File: src/art_pkg.sv
package art_pkg;
  // ==========================================================
  // Register map (byte-wide registers, byte addresses)
  localparam logic [7:0] ART_TIMER_CTRL_STATUS   = 8'h0D;
  localparam logic [7:0] ART_COUNTER_HIGH        = 8'h0E;
  localparam logic [7:0] ART_COUNTER_LOW         = 8'h0F;
  localparam logic [7:0] ART_RELOAD_HIGH         = 8'h10;
  localparam logic [7:0] ART_RELOAD_LOW          = 8'h11;
  localparam logic [7:0] ART_OUTPUT_CONTROL      = 8'h12;
  localparam logic [7:0] ART_CHANNEL_CTRL_STATUS = 8'h13;
  localparam logic [7:0] ART_DUTY_HIGH           = 8'h17;
  localparam logic [7:0] ART_DUTY_LOW            = 8'h18;

  // ==========================================================
  // Field positions
  localparam int ART_CMP_IE_BIT   = 0;
  localparam int ART_OVF_IE_BIT   = 1;
  localparam int ART_OVF_BIT      = 2;
  localparam int ART_CK_LO_BIT    = 3;
  localparam int ART_CK_HI_BIT    = 4;
  localparam int ART_CMPF_BIT     = 0;
  localparam int ART_POL_BIT      = 1;
  localparam int ART_PIN_EN_BIT   = 0;

  // ==========================================================
  // Reset values and timing
  localparam logic [7:0]  ART_REG_RESET   = 8'h00;
  localparam logic [11:0] ART_CNT_RESET   = 12'h000;
  localparam logic [11:0] ART_CNT_MAX     = 12'hFFF;
  localparam int          ART_SLOW_DIV    = 32;

  // ==========================================================
  // Counter clock select
  localparam logic [1:0] ART_CK_OFF  = 2'h0;
  localparam logic [1:0] ART_CK_TICK = 2'h1;
  localparam logic [1:0] ART_CK_CPU  = 2'h2;
endpackage : art_pkg

File: src/art_timer.sv
// Contract
// - Slow mode divides counter clock by 32
// - Wait mode leaves timer fully unchanged
// - Halt stops; active-halt stops except tick+ovf_ie
// - Only overflow on tick wakes active-halt
// - Separate overflow and compare request lines
// - Request needs flag, enable, global mask clear
// - Clock select bits 4:3, reset clears
// - Overflow flag set on FFF to reload
// - Status read clears overflow; writes cannot
// - Overflow flag holds one counter cycle
// - Compare enable masks request, not flag
// - 12-bit counter runs, resets zero, read-only
// - Overflow reloads counter with reload value
// - Pin enable picks PWM or compare target
// - Polarity bit 1 inverts output, resets clear
// - Compare flag on match; channel read clears
// - Pin enable off releases pin to GPIO
// - Output high on overflow, low on match
// - PWM duty shadow loads only on overflow
// - High byte write suspends compare until low
// - Zero duty value disables compare matches
`timescale 1ns/1ns
module art_timer
  import art_pkg::*;
#(
  parameter int CNT_W = 12
) (
  input  wire logic             mclk,
  input  wire logic             srst,
  input  wire logic [7:0]       addr,
  input  wire logic [7:0]       wdata,
  input  wire logic             wr_stb,
  input  wire logic             rd_stb,
  output logic      [7:0]       rdata,
  input  wire logic             tick_clock,
  input  wire logic             slow_mode,
  input  wire logic             halt_mode,
  input  wire logic             active_halt_mode,
  input  wire logic             global_irq_mask,
  output logic                  overflow_irq,
  output logic                  compare_irq,
  output logic                  wakeup_req,
  output logic                  pwm_out,
  output logic                  pwm_out_oe
);

  // ==========================================================
  // State
  typedef struct packed {
    logic [7:0]       rdata;
    logic [1:0]       clk_sel;
    logic             overflow_flag;
    logic             overflow_irq_en;
    logic             compare_irq_en;
    logic             pwm_pin_enable;
    logic             pwm_polarity;
    logic             compare_flag;
    logic [CNT_W-1:0] up_counter;
    logic [CNT_W-1:0] reload_value;
    logic [CNT_W-1:0] duty_value;
    logic [CNT_W-1:0] duty_shadow;
    logic             cmp_locked;
    logic [4:0]       slow_cnt;
    logic             ovf_hold;
    logic             pwm_level;
    logic             overflow_irq;
    logic             compare_irq;
    logic             wakeup_req;
    logic             pwm_out;
    logic             pwm_out_oe;
  } art_state_t;

  art_state_t st_r;
  art_state_t st_nxt;

  function automatic logic [7:0] art_hi(input logic [CNT_W-1:0] v);
    art_hi = {4'h0, v[CNT_W-1:8]};
  endfunction : art_hi

  logic             src_en;
  logic             run_ok;
  logic             cnt_en;
  logic             at_max;
  logic             cmp_hit;
  logic [CNT_W-1:0] cmp_target;

  always_comb begin
    st_nxt = st_r;

    // ==========================================================
    // Counter clock: select, halt gating, slow divider
    case (st_r.clk_sel)
      ART_CK_TICK: src_en = tick_clock;
      ART_CK_CPU:  src_en = 1'b1;
      default:     src_en = 1'b0;
    endcase
    // Wait mode has no input here at all, so it cannot disturb the timer
    run_ok = !halt_mode &&
             (!active_halt_mode ||
              (st_r.clk_sel == ART_CK_TICK && st_r.overflow_irq_en));
    if (slow_mode && src_en && run_ok) begin
      st_nxt.slow_cnt = st_r.slow_cnt + 5'h01;
    end
    cnt_en = src_en && run_ok &&
             (!slow_mode || st_r.slow_cnt == 5'(ART_SLOW_DIV - 1));
    at_max = (st_r.up_counter == ART_CNT_MAX);

    // ==========================================================
    // Counting, reload and compare
    cmp_target = st_r.pwm_pin_enable ? st_r.duty_shadow
                                     : st_r.duty_value;
    cmp_hit = cnt_en && !st_r.cmp_locked &&
              cmp_target != ART_CNT_RESET &&
              st_r.up_counter == cmp_target;
    if (cnt_en) begin
      // Flag spans exactly one counter clock, then drops on next count enable
      st_nxt.ovf_hold = at_max;
      if (st_r.ovf_hold && !at_max) begin
        st_nxt.overflow_flag = 1'b0;
      end
      if (at_max) begin
        st_nxt.up_counter  = st_r.reload_value;
        st_nxt.duty_shadow = st_r.duty_value;
        st_nxt.pwm_level   = 1'b1;
      end else begin
        st_nxt.up_counter = st_r.up_counter + 12'h001;
      end
      if (cmp_hit && !at_max) begin
        st_nxt.pwm_level = 1'b0;
      end
    end

    // ==========================================================
    // Register reads; read side effects clear flags
    st_nxt.rdata = ART_REG_RESET;
    if (rd_stb) begin
      case (addr)
        ART_TIMER_CTRL_STATUS: begin
          st_nxt.rdata = {3'h0, st_r.clk_sel, st_r.overflow_flag,
                          st_r.overflow_irq_en, st_r.compare_irq_en};
          st_nxt.overflow_flag = 1'b0;
        end
        ART_COUNTER_HIGH: st_nxt.rdata = art_hi(st_r.up_counter);
        ART_COUNTER_LOW:  st_nxt.rdata = st_r.up_counter[7:0];
        ART_RELOAD_HIGH:  st_nxt.rdata = art_hi(st_r.reload_value);
        ART_RELOAD_LOW:   st_nxt.rdata = st_r.reload_value[7:0];
        ART_OUTPUT_CONTROL: st_nxt.rdata = {7'h00, st_r.pwm_pin_enable};
        ART_CHANNEL_CTRL_STATUS: begin
          st_nxt.rdata = {6'h00, st_r.pwm_polarity, st_r.compare_flag};
          st_nxt.compare_flag = 1'b0;
        end
        ART_DUTY_HIGH: st_nxt.rdata = art_hi(st_r.duty_value);
        ART_DUTY_LOW:  st_nxt.rdata = st_r.duty_value[7:0];
        default:       st_nxt.rdata = ART_REG_RESET;
      endcase
    end

    // ==========================================================
    // Register writes; counter and flags are not writable
    if (wr_stb) begin
      case (addr)
        ART_TIMER_CTRL_STATUS: begin
          st_nxt.clk_sel = wdata[ART_CK_HI_BIT:ART_CK_LO_BIT];
          st_nxt.overflow_irq_en = wdata[ART_OVF_IE_BIT];
          st_nxt.compare_irq_en  = wdata[ART_CMP_IE_BIT];
        end
        ART_RELOAD_HIGH: st_nxt.reload_value[CNT_W-1:8] = wdata[3:0];
        ART_RELOAD_LOW:  st_nxt.reload_value[7:0] = wdata;
        ART_OUTPUT_CONTROL: st_nxt.pwm_pin_enable = wdata[ART_PIN_EN_BIT];
        ART_CHANNEL_CTRL_STATUS: st_nxt.pwm_polarity = wdata[ART_POL_BIT];
        ART_DUTY_HIGH: begin
          // Software must write high first; compare waits for low
          st_nxt.duty_value[CNT_W-1:8] = wdata[3:0];
          st_nxt.cmp_locked = 1'b1;
        end
        ART_DUTY_LOW: begin
          st_nxt.duty_value[7:0] = wdata;
          st_nxt.cmp_locked = 1'b0;
        end
        default: ;
      endcase
    end

    // ==========================================================
    // Hardware sets win over a same-cycle read clear
    if (cnt_en && at_max) begin
      st_nxt.overflow_flag = 1'b1;
    end
    if (cmp_hit) begin
      st_nxt.compare_flag = 1'b1;
    end

    // ==========================================================
    // Requests and pin, all registered
    st_nxt.overflow_irq = st_nxt.overflow_flag && st_nxt.overflow_irq_en &&
                          !global_irq_mask;
    st_nxt.compare_irq  = st_nxt.compare_flag && st_nxt.compare_irq_en &&
                          !global_irq_mask;
    // Compare never wakes; overflow wakes only on tick source
    st_nxt.wakeup_req = st_nxt.overflow_irq &&
                        st_nxt.clk_sel == ART_CK_TICK;
    st_nxt.pwm_out    = st_nxt.pwm_pin_enable &&
                        (st_nxt.pwm_level ^ st_nxt.pwm_polarity);
    st_nxt.pwm_out_oe = st_nxt.pwm_pin_enable;
  end

  always_ff @(posedge mclk) begin
    if (srst) begin
      st_r <= '0;
    end else begin
      st_r <= st_nxt;
    end
  end

  assign rdata        = st_r.rdata;
  assign overflow_irq = st_r.overflow_irq;
  assign compare_irq  = st_r.compare_irq;
  assign wakeup_req   = st_r.wakeup_req;
  assign pwm_out      = st_r.pwm_out;
  assign pwm_out_oe   = st_r.pwm_out_oe;

endmodule : art_timer

File: config.mk
export PLATFORM = sky130hd
export DESIGN_NAME = art_timer
export DESIGN_NICKNAME = d
export VERILOG_FILES = /design/src/art_pkg.sv /design/src/art_timer.sv
export SDC_FILE = /design/constraint.sdc
export NUM_CORES = 1
export LEC_CHECK = 0
export ABC_AREA = 1
export BUFFER_PORTS_ARGS = -buffer_cell sky130_fd_sc_hd__buf_2
export CORE_ASPECT_RATIO = 0.6
export CORE_MARGIN = 2
export CORE_UTILIZATION = 59
export CTS_CLUSTER_DIAMETER = 50
export CTS_CLUSTER_SIZE = 16
export DETAILED_ROUTE_END_ITERATION = 16
export MAX_ROUTING_LAYER = met4
export PLACE_DENSITY = 0.78
export RECOVER_POWER = 100
export SLEW_MARGIN = 30
export SYNTH_ARGS = -nofsm -noshare
export SYNTH_HDL_FRONTEND = slang
export SYNTH_SLANG_ARGS = --single-unit
File: constraint.sdc
create_clock -name mclk -period 1.9 [get_ports mclk]
set_input_delay 0.095 -clock mclk [delete_from_list [all_inputs] [get_ports mclk]]
set_output_delay 0.095 -clock mclk [all_outputs]
set_load 0.1 [all_outputs]
# ---- Word level (Yosys, flattened, before mapping)
# Cells that the tools add are included.
# W data, S select, Z words.
dict set report totals {
  ff_bits 76
  input_bits 25
  output_inout_bits 13
  wordCells 98
}
dict set report classes {
  eq_ne 15
  n_reduce_logical 35
  bitwise 2
  mux 22
  n_addsub 2
}
# operator n
set ops {}
lappend ops {{$pmux W8 S9} 1}
lappend ops {{$eq A8 B5 Y1 const B} 6}
lappend ops {{$eq A8 B4 Y1 const B} 3}
lappend ops {{$mux W12} 2}
lappend ops {{$logic_and A1 B1 Y1} 18}
lappend ops {{$mux W1} 13}
lappend ops {{$add A12 B1 Y12 const B} 1}
lappend ops {{$eq A12 B12 Y1} 1}
lappend ops {{$eq A12 B12 Y1 const B} 1}
lappend ops {{$reduce_and A2 Y1} 6}
lappend ops {{$reduce_bool A12 Y1} 1}
lappend ops {{$logic_not A1 Y1} 6}
lappend ops {{$mux W2} 3}
lappend ops {{$add A5 B1 Y5 const B} 1}
lappend ops {{$eq A5 B5 Y1 const B} 1}
lappend ops {{$eq A2 B1 Y1 const B} 2}
lappend ops {{$mux W4} 1}
lappend ops {{$pmux W1 S2} 2}
lappend ops {{$eq A2 B2 Y1 const B} 1}
lappend ops {{$logic_or A1 B1 Y1} 2}
lappend ops {{$reduce_bool A2 Y1} 1}
lappend ops {{$reduce_or A2 Y1} 1}
lappend ops {{$not A1 Y1} 1}
lappend ops {{$xor A1 B1 Y1} 1}

# ---- Logic depth before layout (Yosys ltp)
dict set report logic_depth {
  ltp_word 14
  ltp_mapped 15
}

# ---- Worst setup path after synthesis
# Ideal clock, no wire load.
dict set report synth_timing {
  path_type {register -> register}
  from {register, netlist name pwm_out_oe}
  to {register st_r, in the netlist pwm_out}
  path_slack_ps -272
  arrival_time_ps 2059
  stages_incl_launch_ff 14
  setup_time_ps 113
  synth_period_minus_slack_ps 2172
  cell_sequence {dfxtp_1 buf_6 buf_4 nand2_1 nand3_1 nand2_1 nor2_1 nand2_1 nor2_1 nand3_1 nand2_1 nand2_1 nor2_1 nor2_1}
}
# item line
set synth_rtl {}
lappend synth_rtl {{end signal, assigned} art_timer.sv:212} ;# st_r <= st_nxt;
lappend synth_rtl {{end, declared} art_timer.sv:74} ;# art_state_t st_r;

# ---- Final worst setup path
dict set report layout_timing {
  from {register st_r[7] (netlist bit)}
  to {register st_r[21] (netlist bit)}
}
dict set report layout_via {
  elab_chain_cells 4
}
# item line
set layout_rtl {}
lappend layout_rtl {{$eq A5 B5 Y1} art_timer.sv:106} ;# (!slow_mode || st_r.slow_cnt == 5'(ART_SLOW_DIV - 1));
lappend layout_rtl {{$logic_or A1 B1 Y1} art_timer.sv:106}
lappend layout_rtl {{$logic_and A1 B1 Y1} art_timer.sv:105} ;# cnt_en = src_en && run_ok &&
lappend layout_rtl {{$reduce_and A2 Y1 (no source line)} --}
# No other way between the ends.
# A chain may end at the register's enable or synchronous reset.

==> metrics.txt <==
most common cell after layout, fill and taps aside=nand2_1; CTS root buf=clkbuf_16; FF-to-FF setup slack=-0.07 ns; setup ws final=-0.07493 ns; Gate power share=0.035; final period utilization=1.039; CTS buffer count=9; FP Rows=23; Clock Latency Late Sink=0.35 ns; CP arrival=about 2.3 ns; Critical Path End Type=flop; unrepaired setup endpoints after global routing=true; DRT iter0 DRCs=637; fin crit period=1.975 ns; P_int=between 2 and 3 mW; Max Freq=506.3 MHz; Initial Utilization=0.6026; setup violators final=15; maximum vdd drop=roughly 650 uV; Relative slew margins=0.2090; slowest CP cell=dfxtp_2; Clock Path Buffers=2; sequential fraction of design power=0.445; switching share of power=0.2225; vias in the first global route=3790; pin count of the biggest net entering global routing=38; Core Area=6619 um2; initial antenna violation count=1; number of max-cap violations=0; Top Ports=38; layout cells sized above 1=0.2108; type of origin of the critical path=flop; slew at the pin with the worst max-slew slack=between 1 and 1.5 ns; worst-path cell chain=ha_4, inv_2, nor3_2, ha_2, nor2_4, nor2_4, inv_4, nor2_8, inv_4, nor2_8, buf_6, o21ai_2, a21oi_2; DR WL/cell=17.48 um; Detailed Place HPWL=9399 um; 1st-pass router iterations=6; final slew viol count=0; R2R Path Start=st_r[7]$_SDFFE_PP0P_; height of the die=67.69 um; post-synth cell types=38; Hold EP=st_r[27]$_SDFFE_PP0P_; Reg clk slew, reported paths=approximately 0.060 ns; GRT Residual Overflow=0; Synth Net Count=around 610; P_sw=approximately 0.80 mW; R2R cell count=13; Overall Global Routing Usage=0.3655; Hold Path Class=input port to flop; # port buffers=37; global-route wire length before repair=19180 um; Die Footprint=7456 um2; status=finished with violations; Hold Path Cell Cnt=3; Gate Count Post-Synth=581; Layout Nets=675; Mapped Area=3989 um2; failing checks=negative setup slack; Final Hold Vio Count=0; Synth Area per Inst=between 6 and 7 um2; DR vias=4217; Pwr Density=728.4 nW/um2; CP Max Fanout=8; Clock power frac=0.520; Seq/Total Area, Yosys=0.3814; vias per cell=5.714; DRT Wirelength=12900 um; warnings from Yosys=0; antenna viol nets, final=0; crit path kind=flop to flop; remaining routing DRC violations=0; synthesized flop and latch total=76; worst endpoint required time=about 2.2 ns; Final Cell Area=4926 um2; Setup Skew=just over 0.008 ns; Leakage=approximately 2.2 nW; Largest stage delay, worst path=0.35 ns; post-layout util=0.7442; Post-DP Area=~4400 um2; H-Tree Depth=3; critical hold path startpoint=wdata[2]; gpl congestion=0.9414; Die Width=110.2 um; most frequent cells in the layout=137 x nand2_1, 77 x inv_1, 71 x dfxtp_1; area grow syn2layout=23.49%; # fillers=562; CTS tree=yes; Sink Count=76; worst r2r dst=st_r[21]$_SDFFE_PP0P_
-- power by group through the flow --
stage                     logic, mW  registers, mW  clock network [mW]
after floorplan              0.0569           1.63                   0
after global routing          0.137           1.60                1.93
final                         0.126           1.60                1.87
after detailed placement      0.115           1.63                   0
after global placement        0.113           1.63                   0
after CTS                     0.117           1.60                1.86
-- cell families (layout without fill, tap and decap cells) --
| family | count (synthesis) | in the layout | synth area share |
|---|---|---|---|
| adder cells (fa/ha/maj) | 5 | 5 | 0.01568 |
| buffers and inverters | 109 | 178 | 0.1186 |
| other | 0 | 1 | 0 |
| flip-flops | 76 | 76 | 0.3814 |
| XOR/XNOR | 1 | 1 | 0.002196 |
| AO/OA/AOI/OAI | 133 | 133 | 0.1844 |
| AND/OR/NAND/NOR | 257 | 257 | 0.2977 |
-- per-layer routing --
| metal | share of wire | vias to the layer above | track usage |
|---|---|---|---|
| met3 | 0.12 | 32 | 0.1602 |
| met2 | 0.42 | 226 | 0.5107 |
| met5 | 0 | - | - |
| met4 | 0.019 | 0 | 0.09531 |
| li1 | - | 2030 | - |
| met1 | 0.44 | 1929 | 0.4811 |
-- metrics by stage --
step / hold WS, ns / TNS [ns] / cells / power, mW / setup slack, ns
2_1_floorplan: 0.1733 / 0 / 581 / 1.688 / 0.05415
3_3_place_gp: 0.2840 / 0 / 711 / 1.745 / 0.002995
3_5_place_dp: 0.2797 / -0.8980 / 711 / 1.746 / -0.09060
4_1_cts: 0.05836 / -0.007721 / 734 / 3.575 / -0.007721
5_1_grt: 0.08301 / -3.215 / 738 / 3.666 / -0.2055
6_report: 0.05436 / -0.6366 / 738 / 3.588 / -0.07493
-- worst max-delay path by stage --
stage,slack (ns),cells after the start,to,start
4_1_cts,-0.008,13,st_r[18]$_SDFFE_PP0P_,st_r[68]$_SDFF_PP0_
3_5_place_dp,-0.09,13,st_r[22]$_SDFFE_PP0P_,st_r[7]$_SDFFE_PP0P_
5_1_grt,-0.21,13,st_r[21]$_SDFFE_PP0P_,st_r[7]$_SDFFE_PP0P_
3_3_place_gp,0.003,13,pwm_out$_SDFF_PP0_,st_r[7]$_SDFFE_PP0P_
2_1_floorplan,0.05,13,pwm_out$_SDFF_PP0_,pwm_out_oe$_SDFF_PP0_
6_report,-0.07,13,st_r[21]$_SDFFE_PP0P_,st_r[7]$_SDFFE_PP0P_
-- synth_stat cells --
library cell	instances	area (um2)
nand2_1	139	521.8
inv_1	78	292.8
dfxtp_1	76	1521
a21oi_1	53	265.3
nor2_1	45	168.9
o21ai_0	42	210.2
nand3_1	34	170.2
nor3_1	13	65.06
buf_4	9	67.56
o21ai_1	9	45.04
clkbuf_1	7	26.28
inv_2	7	26.28
nor2_4	6	67.56
o22ai_1	6	37.54
a211oi_1	5	37.54
ha_1	5	62.56
a31oi_1	4	25.02
nand2_2	4	25.02
nand4_1	4	25.02
o21a_1	4	30.03
o221ai_1	4	35.03
buf_6	3	33.78
o2111ai_1	3	26.28
buf_2	2	10.01
inv_4	2	12.51
nand3_2	2	20.02
nor2_8	2	40.04
nor3_2	2	20.02
nor4_1	2	12.51
a221oi_1	1	8.760
and2_1	1	6.260
buf_1	1	3.750
nand2_4	1	11.26
nand3_4	1	17.52
nor3_4	1	16.27
o211ai_1	1	7.510
o31ai_1	1	7.510
xor2_1	1	8.760
-- state kept, by name, summed over array words and instances, names as in the netlist --
register and cells:
wakeup_req 1, pwm_out 1, overflow_irq 1, st_r 63, pwm_out_oe 1, rdata 8, compare_irq 1
-- worst max-delay path, delay by kind of cell (launching register included) --
kind | cells | cell delay (ns)
DFF | 1 | 0.35
buffers and inverters | 4 | 0.35
adders and majority gates | 2 | 0.37
AOI/OAI and AO/OA | 2 | 0.19
and+or+nand+nor | 5 | 0.63
-- final cells by class --
| cell class | instances | area, um2 | area share |
|---|---|---|---|
| diodes | 1 | 2.502 | 0.0005080 |
| clock buffers | 9 | 225.2 | 0.04572 |
| clock inverters | 7 | 98.84 | 0.02007 |
| inverters | 87 | 339.1 | 0.06883 |
| multi-input cells | 396 | 2118 | 0.4300 |
| flip-flops and latches | 76 | 1528 | 0.3101 |
| well taps | 87 | 108.9 | 0.02210 |
| repair buffers | 75 | 505.5 | 0.1026 |
-- repair_timing --
action,CTS,global route
endpoints found under the setup margin,15,25
gates cloned,0,0
hold buffers,1,0
setup buffers,6,4
pin swaps,5,5
endpoints found under the hold margin,1,0
resized for setup,11,53
Power figures use the tool's default switching activity.
